==> src/hdl/uart_port_pkg.sv <==
package uart_port_pkg;
    // ------------------------------------------------------------
    // Address decode
    // ------------------------------------------------------------
    localparam int ADDR_W      = 8;
    localparam int DATA_W      = 8;
    localparam int REG_IDX_W   = 4;
    localparam int CHAN_W      = 3;
    localparam int NUM_CHAN    = 8;
    localparam int NUM_REG     = 16;
    localparam int REG_LSB     = 0;
    localparam int CHAN_LSB    = 4;
    localparam int GLOBAL_BIT  = 7;
    // ------------------------------------------------------------
    // Register indices and bits
    // ------------------------------------------------------------
    localparam logic [3:0] IDX_MODEM_CTRL = 4'h4;
    localparam logic [3:0] IDX_FEATURE    = 4'h8;
    localparam logic [3:0] IDX_ENH_FEAT   = 4'h9;
    localparam logic [3:0] IDX_TXLVL = 4'ha;
    localparam logic [3:0] IDX_RXLVL = 4'hb;
    localparam logic [3:0] IDX_TRIG = 4'hc;
    localparam int FEAT_IR_INV  = 4;
    localparam int FEAT_RS485   = 5;
    localparam int ENH_AUTO_RTS = 6;
    localparam int ENH_AUTO_CTS = 7;
    localparam int MODEM_RTS    = 1;
    localparam int MODEM_DTR    = 0;
    localparam logic [7:0] REG_RESET = 8'h00;
    localparam int FIFO_DEPTH   = 64;
    localparam int LVL_W        = 7;
    localparam logic [6:0] TRIG_RESET = 7'h20;
    typedef enum logic {BUS_SPLIT, BUS_SINGLE} bus_mode_t;
endpackage

==> src/hdl/host_access_if.sv <==
interface host_access_if;
    import uart_port_pkg::*;
    logic                 rd_pulse;
    logic                 wr_pulse;
    logic                 global_sel;
    logic [CHAN_W-1:0]    chan;
    logic [REG_IDX_W-1:0] idx;
    logic [DATA_W-1:0]    wdata;
    logic [DATA_W-1:0]    rdata;
    modport port (output rd_pulse, wr_pulse, global_sel, chan, idx, wdata, input rdata);
    modport regs (input rd_pulse, wr_pulse, global_sel, chan, idx, wdata, output rdata);
endinterface

==> src/hdl/octal_uart_host_bus_port.sv <==
// Function
// RQ1 - Address bits 3:0 pick one of sixteen channel registers.
// RQ2 - Address bits 6:4 pick the channel zero to seven.
// RQ3 - Address bit 7 selects global registers instead of channel registers.
// RQ4 - Eight-bit data bus, driven on reads, sampled on writes.
// RQ5 - Split mode: read strobe falling edge starts read, byte driven.
// RQ6 - Split mode: write strobe falling starts write, rising edge stores byte.
// RQ7 - Split mode: bus cycles only honoured while chip select low.
// RQ8 - Single mode: host ties read strobe high.
// RQ9 - Single mode: write strobe pin is direction, high read, low write.
// RQ10 - Single mode: chip select is the sole active-low strobe.
// RQ11 - All channel interrupts merge onto one open-drain active-low line.
// RQ12 - Receive idles high; feature bit 4 inverts infrared receive.
// RQ13 - Request-to-send serves flow control or RS485 direction via feature bit 5.
// RQ14 - Clear-to-send gates transmit when enhanced bit 7 set.
// RQ15 - Terminal-ready carries flow control via enhanced bit 6 or RS485.
// RQ16 - Per-channel 64-byte FIFO levels and trigger levels readable.
// RQ17 - Data drivers released whenever no qualified read is in progress.
module octal_uart_host_bus_port
    import uart_port_pkg::*;
(
    // Clock and reset
    input  wire logic                       sys_clk,
    input  wire logic                       arst_n,
    // Host bus
    input  wire logic                       bus_style,
    input  wire logic                       read_strobe_n,
    input  wire logic                       write_strobe_n,
    input  wire logic                       chip_sel_n,
    input  wire logic [uart_port_pkg::ADDR_W-1:0] host_addr,
    input  wire logic [uart_port_pkg::DATA_W-1:0] host_data_in,
    output logic [uart_port_pkg::DATA_W-1:0] host_data_out,
    output logic                            host_data_oe,
    // Interrupt, open drain
    input  wire logic [uart_port_pkg::NUM_CHAN-1:0] chan_irq,
    output logic                            irq_out,
    output logic                            irq_oe,
    // FIFO status from the datapath
    input  wire logic [uart_port_pkg::NUM_CHAN*uart_port_pkg::LVL_W-1:0] tx_level,
    input  wire logic [uart_port_pkg::NUM_CHAN*uart_port_pkg::LVL_W-1:0] rx_level,
    output logic [uart_port_pkg::NUM_CHAN-1:0] rx_trig_hit,
    // Serial flow control pins
    input  wire logic [uart_port_pkg::NUM_CHAN-1:0] serial_rx,
    input  wire logic [uart_port_pkg::NUM_CHAN-1:0] clear_to_send_n,
    input  wire logic [uart_port_pkg::NUM_CHAN-1:0] tx_busy,
    output logic [uart_port_pkg::NUM_CHAN-1:0] rx_decoded,
    output logic [uart_port_pkg::NUM_CHAN-1:0] tx_allow,
    output logic [uart_port_pkg::NUM_CHAN-1:0] request_to_send_n,
    output logic [uart_port_pkg::NUM_CHAN-1:0] terminal_ready_n
);
    import uart_port_pkg::*;

    // ------------------------------------------------------------
    // Pin synchronisers
    // ------------------------------------------------------------
    localparam int PIN_W = 4 + ADDR_W + DATA_W + 2 * NUM_CHAN;
    logic [PIN_W-1:0] s1;
    logic [PIN_W-1:0] s2;
    logic [PIN_W-1:0] s3;
    logic [PIN_W-1:0] pins;
    logic [PIN_W-1:0] raw;

    assign raw = {bus_style, read_strobe_n, write_strobe_n, chip_sel_n,
                  host_addr, host_data_in, serial_rx, clear_to_send_n};

    always_ff @(posedge sys_clk or negedge arst_n) begin
        if (!arst_n) begin
            s1   <= {PIN_W{1'b1}};
            s2   <= {PIN_W{1'b1}};
            s3   <= {PIN_W{1'b1}};
            pins <= {PIN_W{1'b1}};
        end else begin
            s1 <= raw;
            s2 <= s1;
            s3 <= s2;
            for (int i = 0; i < PIN_W; i++) begin
                if (s2[i] == s3[i]) begin
                    pins[i] <= s3[i];
                end
            end
        end
    end

    logic                bs_q;
    logic                rd_n_q;
    logic                wr_n_q;
    logic                cs_n_q;
    logic [ADDR_W-1:0]   addr_q;
    logic [DATA_W-1:0]   din_q;
    logic [NUM_CHAN-1:0] rx_q;
    logic [NUM_CHAN-1:0] cts_n_q;

    assign {bs_q, rd_n_q, wr_n_q, cs_n_q, addr_q, din_q, rx_q, cts_n_q} = pins;

    // ------------------------------------------------------------
    // Strobe decode
    // ------------------------------------------------------------
    host_access_if acc ();
    logic read_active;

    strobe_decode u_dec (
        .sys_clk     (sys_clk),
        .arst_n      (arst_n),
        .bus_style   (bs_q),
        .rd_n        (rd_n_q),
        .wr_n        (wr_n_q),
        .cs_n        (cs_n_q),
        .addr        (addr_q),
        .din         (din_q),
        .acc         (acc.port),
        .read_active (read_active)
    );

    // ------------------------------------------------------------
    // Register file
    // ------------------------------------------------------------
    logic [DATA_W-1:0] regs [NUM_CHAN][NUM_REG];
    logic [DATA_W-1:0] gregs [NUM_REG];

    function automatic logic [LVL_W-1:0] lvl_of(input logic [NUM_CHAN*LVL_W-1:0] v,
                                                input logic [CHAN_W-1:0] c);
        lvl_of = v[c*LVL_W +: LVL_W];
    endfunction

    always_ff @(posedge sys_clk or negedge arst_n) begin
        if (!arst_n) begin
            for (int c = 0; c < NUM_CHAN; c++) begin
                for (int r = 0; r < NUM_REG; r++) begin
                    regs[c][r] <= (r == int'(IDX_TRIG)) ? {1'b0, TRIG_RESET} : REG_RESET;
                end
            end
            for (int r = 0; r < NUM_REG; r++) begin
                gregs[r] <= REG_RESET;
            end
        end else if (acc.wr_pulse) begin
            if (acc.global_sel) begin // RQ3
                gregs[acc.idx] <= acc.wdata; // RQ4
            end else begin
                regs[acc.chan][acc.idx] <= acc.wdata; // RQ1 RQ2 RQ6
            end
        end
    end

    // Global index 0 reads the combined interrupt source
    logic [DATA_W-1:0] rd_mux;
    always_comb begin
        if (acc.global_sel) begin
            rd_mux = (acc.idx == 4'h0) ? chan_irq : gregs[acc.idx];
        end else begin
            case (acc.idx)
                IDX_TXLVL: rd_mux = {1'b0, lvl_of(tx_level, acc.chan)}; // RQ16
                IDX_RXLVL: rd_mux = {1'b0, lvl_of(rx_level, acc.chan)}; // RQ16
                default:   rd_mux = regs[acc.chan][acc.idx];
            endcase
        end
    end
    assign acc.rdata = rd_mux;

    // ------------------------------------------------------------
    // Data bus drive
    // ------------------------------------------------------------
    always_ff @(posedge sys_clk or negedge arst_n) begin
        if (!arst_n) begin
            host_data_out <= 8'h00;
        end else if (acc.rd_pulse) begin
            host_data_out <= acc.rdata; // RQ5
        end
    end

    always_ff @(posedge sys_clk or negedge arst_n) begin
        if (!arst_n) begin
            host_data_oe <= 1'b0;
        end else begin
            host_data_oe <= read_active; // RQ4 RQ17
        end
    end

    // ------------------------------------------------------------
    // Interrupt merge
    // ------------------------------------------------------------
    always_ff @(posedge sys_clk or negedge arst_n) begin
        if (!arst_n) begin
            irq_oe <= 1'b0;
        end else begin
            irq_oe <= |chan_irq; // RQ11
        end
    end
    assign irq_out = 1'b0;

    // ------------------------------------------------------------
    // Per-channel serial control
    // ------------------------------------------------------------
    always_ff @(posedge sys_clk or negedge arst_n) begin
        if (!arst_n) begin
            rx_decoded        <= '1;
            tx_allow          <= '1;
            request_to_send_n <= '1;
            terminal_ready_n  <= '1;
            rx_trig_hit       <= '0;
        end else begin
            for (int c = 0; c < NUM_CHAN; c++) begin
                // Inversion applied ahead of the decoder
                rx_decoded[c] <= rx_q[c] ^ regs[c][IDX_FEATURE][FEAT_IR_INV]; // RQ12
                tx_allow[c]   <= !(regs[c][IDX_ENH_FEAT][ENH_AUTO_CTS] && cts_n_q[c]); // RQ14
                rx_trig_hit[c] <= lvl_of(rx_level, CHAN_W'(c)) >= regs[c][IDX_TRIG][LVL_W-1:0]; // RQ16
                if (regs[c][IDX_FEATURE][FEAT_RS485]) begin
                    // Half duplex: assert while transmitting
                    request_to_send_n[c] <= !tx_busy[c]; // RQ13
                    terminal_ready_n[c]  <= !tx_busy[c]; // RQ15
                end else if (regs[c][IDX_ENH_FEAT][ENH_AUTO_RTS]) begin
                    request_to_send_n[c] <= lvl_of(rx_level, CHAN_W'(c))
                                            >= regs[c][IDX_TRIG][LVL_W-1:0]; // RQ13
                    terminal_ready_n[c]  <= lvl_of(rx_level, CHAN_W'(c))
                                            >= regs[c][IDX_TRIG][LVL_W-1:0]; // RQ15
                end else begin
                    request_to_send_n[c] <= !regs[c][IDX_MODEM_CTRL][MODEM_RTS];
                    terminal_ready_n[c]  <= !regs[c][IDX_MODEM_CTRL][MODEM_DTR];
                end
            end
        end
    end

    // ------------------------------------------------------------
    // Checks
    // ------------------------------------------------------------
    a_oe_follows_read : assert property (@(posedge sys_clk) disable iff (!arst_n)
        !read_active |=> !host_data_oe) else $error("bus driven without read"); // RQ17
    a_irq_merge : assert property (@(posedge sys_clk) disable iff (!arst_n)
        (chan_irq != '0) |=> irq_oe) else $error("interrupt not driven"); // RQ11
    a_irq_release : assert property (@(posedge sys_clk) disable iff (!arst_n)
        (chan_irq == '0) |=> !irq_oe) else $error("interrupt held"); // RQ11
    a_read_data : assert property (@(posedge sys_clk) disable iff (!arst_n)
        acc.rd_pulse |=> host_data_out == $past(acc.rdata)) else $error("read data wrong"); // RQ5
    a_write_store : assert property (@(posedge sys_clk) disable iff (!arst_n)
        acc.wr_pulse && !acc.global_sel |=> regs[$past(acc.chan)][$past(acc.idx)] == $past(acc.wdata))
        else $error("write not stored"); // RQ6
    a_global_store : assert property (@(posedge sys_clk) disable iff (!arst_n)
        acc.wr_pulse && acc.global_sel |=> gregs[$past(acc.idx)] == $past(acc.wdata))
        else $error("global write lost"); // RQ3
    a_cts_gate : assert property (@(posedge sys_clk) disable iff (!arst_n)
        regs[0][IDX_ENH_FEAT][ENH_AUTO_CTS] && cts_n_q[0] |=> !tx_allow[0]) else $error("cts gate open"); // RQ14
    a_ir_invert : assert property (@(posedge sys_clk) disable iff (!arst_n)
        1'b1 |=> rx_decoded[0] == ($past(rx_q[0]) ^ $past(regs[0][IDX_FEATURE][FEAT_IR_INV])))
        else $error("rx inversion wrong"); // RQ12
endmodule // octal_uart_host_bus_port

==> src/hdl/strobe_decode.sv <==
module strobe_decode
    import uart_port_pkg::*;
(
    // Clock and reset
    input  wire logic              sys_clk,
    input  wire logic              arst_n,
    // Synchronised pins
    input  wire logic              bus_style,
    input  wire logic              rd_n,
    input  wire logic              wr_n,
    input  wire logic              cs_n,
    input  wire logic [ADDR_W-1:0] addr,
    input  wire logic [DATA_W-1:0] din,
    // Decoded access
    host_access_if.port            acc,
    output logic                   read_active
);
    logic rd_act;
    logic wr_act;
    logic rd_q;
    logic wr_q;

    always_comb begin
        if (bus_style) begin
            rd_act = !cs_n && !rd_n; // RQ5 RQ7
            wr_act = !cs_n && !wr_n; // RQ6 RQ7
        end else begin
            rd_act = !cs_n && wr_n;  // RQ9 RQ10
            wr_act = !cs_n && !wr_n; // RQ9 RQ10
        end
    end

    always_ff @(posedge sys_clk or negedge arst_n) begin
        if (!arst_n) begin
            rd_q <= 1'b0;
            wr_q <= 1'b0;
        end else begin
            rd_q <= rd_act;
            wr_q <= wr_act;
        end
    end

    assign acc.rd_pulse   = rd_act && !rd_q;          // RQ5
    assign acc.wr_pulse   = !wr_act && wr_q;          // RQ6
    assign acc.global_sel = addr[GLOBAL_BIT];         // RQ3
    assign acc.chan       = addr[CHAN_LSB +: CHAN_W]; // RQ2
    assign acc.idx        = addr[REG_LSB +: REG_IDX_W]; // RQ1
    assign acc.wdata      = din;
    assign read_active    = rd_act;                   // RQ17

    a_read_edge : assert property (@(posedge sys_clk) disable iff (!arst_n)
        acc.rd_pulse |=> !acc.rd_pulse) else $error("read pulse too long"); // RQ5
    a_no_cs_no_wr : assert property (@(posedge sys_clk) disable iff (!arst_n)
        cs_n && $past(cs_n) |-> !acc.wr_pulse) else $error("write without select"); // RQ7
endmodule // strobe_decode

==> config.mk <==
export PLATFORM = sky130hd
export DESIGN_NAME = octal_uart_host_bus_port
export DESIGN_NICKNAME = d
export VERILOG_FILES = /design/src/hdl/uart_port_pkg.sv /design/src/hdl/host_access_if.sv /design/src/hdl/octal_uart_host_bus_port.sv /design/src/hdl/strobe_decode.sv
export SDC_FILE = /design/constraint.sdc
export NUM_CORES = 2
export LEC_CHECK = 0
export ABC_CLOCK_PERIOD_IN_PS = 2910
export BUFFER_PORTS_ARGS = -buffer_cell sky130_fd_sc_hd__buf_2
export CAP_MARGIN = 20
export CORE_ASPECT_RATIO = 0.7
export CORE_MARGIN = 2
export CORE_UTILIZATION = 45
export CTS_CLUSTER_SIZE = 10
export DETAILED_ROUTE_END_ITERATION = 7
export PLACE_DENSITY = 0.62
export SETUP_SLACK_MARGIN = 0.05
export SYNTH_ARGS = -nofsm -noshare
export SYNTH_HDL_FRONTEND = slang
export SYNTH_SLANG_ARGS = --single-unit
==> constraint.sdc <==
create_clock -name sys_clk -period 2.91 [get_ports sys_clk]
set_clock_uncertainty 0.1 [all_clocks]
set_input_delay 0.1455 -clock sys_clk [delete_from_list [all_inputs] [get_ports sys_clk]]
set_output_delay 0.1455 -clock sys_clk [all_outputs]
set_load 0.005 [all_outputs]
==> flow_summary.toml <==
[global_route]
grt_max_degree = 136
grt_usage_pct = 31.6
grt_pass1_wl_um = 300000
antenna_found_initial = 7
grt_pass1_vias = 41700
overflow = 0

[setup_path]
path_max_fanout = 10
crit_required_ns = 3.48
path_class = "reg -> reg"
cp-start-kind = "flop"
crit_family = "compound AO/OA/AOI/OAI gates"
cp_common_cell = "a211oi_1"
timing.critical_path.buf_inv = 3
slowest_delay_ns = 0.71
crit_path_end_kind = "flop"
cp.arrival_ns = 3.78
crit_chain = "buf_6, and3b_2, buf_12, buf_4, a22o_1, a211oi_1, a211oi_1, a31oi_2, nand4_1, a221o_1"
crit_slowest_cell = "dfstp_4"

[synthesis]
async_flop_share_pct = 100
yosysMostFrequentCell = "dfrtp_1"
yosys-top-cells-count = "1091 x dfrtp_1, 1087 x mux2_2, 184 x dfstp_2, 176 x a22oi_1, 173 x clkbuf_1"
ys_types = 82
synth_area_leaders = "dfrtp_1 48%, mux2_2 21%, dfstp_2 8.4%, mux4_2 2.9%, a22oi_1 2.3%"
yosys_warnings = 0
synthesis.nets = 4394
synth-edff-count = 0
syn_inst = 4172
yosysSeqAreaShare_pct = 56.1
synth_top_area_share_pct = 47.6
avgSynthCellArea_um2 = 13.7
yosys_most_used_dff = "dfrtp_1"
synth_area_um2 = 57300
yosys.area.top_type = "dfrtp_1"
ys_seq_elements = 1275

[flow_run]
drv_cap = 0

[timing]
drv_slew = 0
fin_crit_sh_pct = 110
fin_ws_ns = -0.295
hold_viol = 0
fmax_ghz = 0.312
tns_ns = -1.90
rsz0062_at_grt = "yes"
period_needed_ns = 3.20
whs_ns = 0.122
worst_slew_pin_slew_ns = 0.841
slew_headroom_pct = 44.0
finalSetupViolations = 8

[placed_design]
hpwl_um = 141000
place_inst = 6327
placed_cell_area_um2 = 65200
pre_cts_ws_ns = -1.18
port-buffer-count = 215
routabilityCongestion = 0.984

[power]
leakagePower_nw = 33.7
peakVddDrop_mv = 0.567
powerDensity_nw_per_um2 = 594
p_total_mw = 43.4

[cts]
cts_buffers = 146
tritoncts = "built"
h-tree-depth = 4
clock_path_buffers = 3
clkTransAtPathRegs_ns = 0.06
cts_sinks = 1275
root_buffer = "clkbuf_16"
clk_latency_ns = 0.80

[route]
drt_pass1_iterations = 6
vias = 41600
vias_per_cell = 6.14
drc = 0
ant_nets = 0
wl_per_cell_um = 30.4
wirelength_um = 206000
drt-initial-drc-count = 4818

[floorplanning]
fp.dieArea_um2 = 130000
row_count = 109
io-pin-count = 217
core-area_um2 = 126000
die_h_um = 303
fp.dieW_um = 431
initial_core_util_pct = 45.4

[layout]
seq_area_um2 = 32200
area_growth_pct = 27.3
multi_input_area_um2 = 24600
drive_above_1_share_pct = 52.3
layoutNonFillerInstCount = 6780
final_cell_area_um2 = 73000
fillCellCount = 10100
post-route-util_pct = 57.8
finalNetCount = 5255

[run_status]
status = "complete, but fails checks"
failed_checks = "negative setup slack"

[hold_path]
hold_path_class = "in -> reg"
## registers in the layout, indices dropped and copies added, names as in the netlist
name / flops
regs: 960
gregs: 120
pins: 36
s1: 36
s2: 36
s3: 36
host_data_out: 8
request_to_send_n: 8
rx_decoded: 8
rx_trig_hit: 8
terminal_ready_n: 8
tx_allow: 8
irq_oe: 1
u_dec.rd_q: 1
u_dec.wr_q: 1
## area by class of cell
class	instances	area share, %
Clock buffer	219	5.58
Antenna cell	2	0.00686
Multi-Input combinational cell	2521	33.6
Sequential cell	1275	44.1
Timing Repair Buffer	1019	13.3
Clock inverter	9	0.185
Tap cell	1665	2.85
Inverter	70	0.370
## tightest hold or removal path: cells and delay by family
kind	cells	cell delay, ns
adder cells (fa/ha/maj)	1	0.14
buffers and inverters	1	0.09
AO/OA/AOI/OAI	3	0.54
## metal layers
layer	track usage (%)	vias up	wire, µm
li1	-	17200	-
met1	46.6	21900	91000
met2	44.7	2106	86700
met3	8.18	401	20700
met4	11.9	10	7870
met5	0	-	67
## report_power, final
group / total, mW / internal (mW) / switching, mW
Clock: 17.0 / 9.60 / 7.36
Sequential: 19.8 / 19.0 / 0.825
Combinational: 6.63 / 2.89 / 3.73
## logic make-up after synthesis
group                      share of synthesized area (%)
buffers and inverters                               2.90
and+or+nand+nor                                     4.42
xor gates and xnor gates                           0.122
adders and majority gates                           1.85
other                                            0.00654
muxes                                               25.7
DFF                                                 56.1
AOI/OAI and AO/OA                                   9.00
## worst paths after layout
check                                  start                   to  slack (ns)  cells after the start
worst max register to register      pins[28]     host_data_out[1]       -0.29                     10
max in group asynchronous             arst_n                s3[9]        1.35                      5
min in group asynchronous             arst_n            regs[664]        0.56                      4
worst min-delay path            rx_level[11]  terminal_ready_n[1]        0.12                      5
worst max-delay path                pins[28]     host_data_out[1]       -0.29                     10
worst min register to register        s2[23]               s3[23]        0.25                      0
## layout by cell type, fill, tap and decap left out, types with 12 or more instances in the layout
cell type,instances
nand2b_1,18
clkbuf_1,65
a221oi_2,19
a22o_1,42
dfstp_4,13
o211ai_1,21
a31oi_1,18
a22oi_1,156
a221oi_1,63
o22ai_1,21
dlygate4sd3_1,125
buf_12,150
nor2_1,78
clkbuf_16,153
o21ai_0,84
nor2_2,98
buf_4,470
buf_6,33
dfrtp_1,1091
nand4_1,21
nand2_1,126
a22oi_2,21
mux2_2,1079
buf_8,22
nand3_1,14
mux4_2,74
inv_1,67
a211oi_1,12
buf_2,214
dfstp_2,171
a21oi_1,50
a21o_1,33
mux2i_1,69
o2bb2ai_1,12
nor2_4,37
a221o_1,30
ha_1,56
maj3_1,36
## timing repair
| action | in CTS | in global routing |
|---|---|---|
| buffers inserted | 64 | 35 |
| resized for setup | 184 | 122 |
| endpoints found under the hold margin | 1219 | 0 |
| hold buffers | 126 | 0 |
| pin swaps | 59 | 58 |
| gates cloned | 5 | 1 |
| endpoints found under the setup margin | 636 | 324 |
Power figures use the tool's default switching activity.
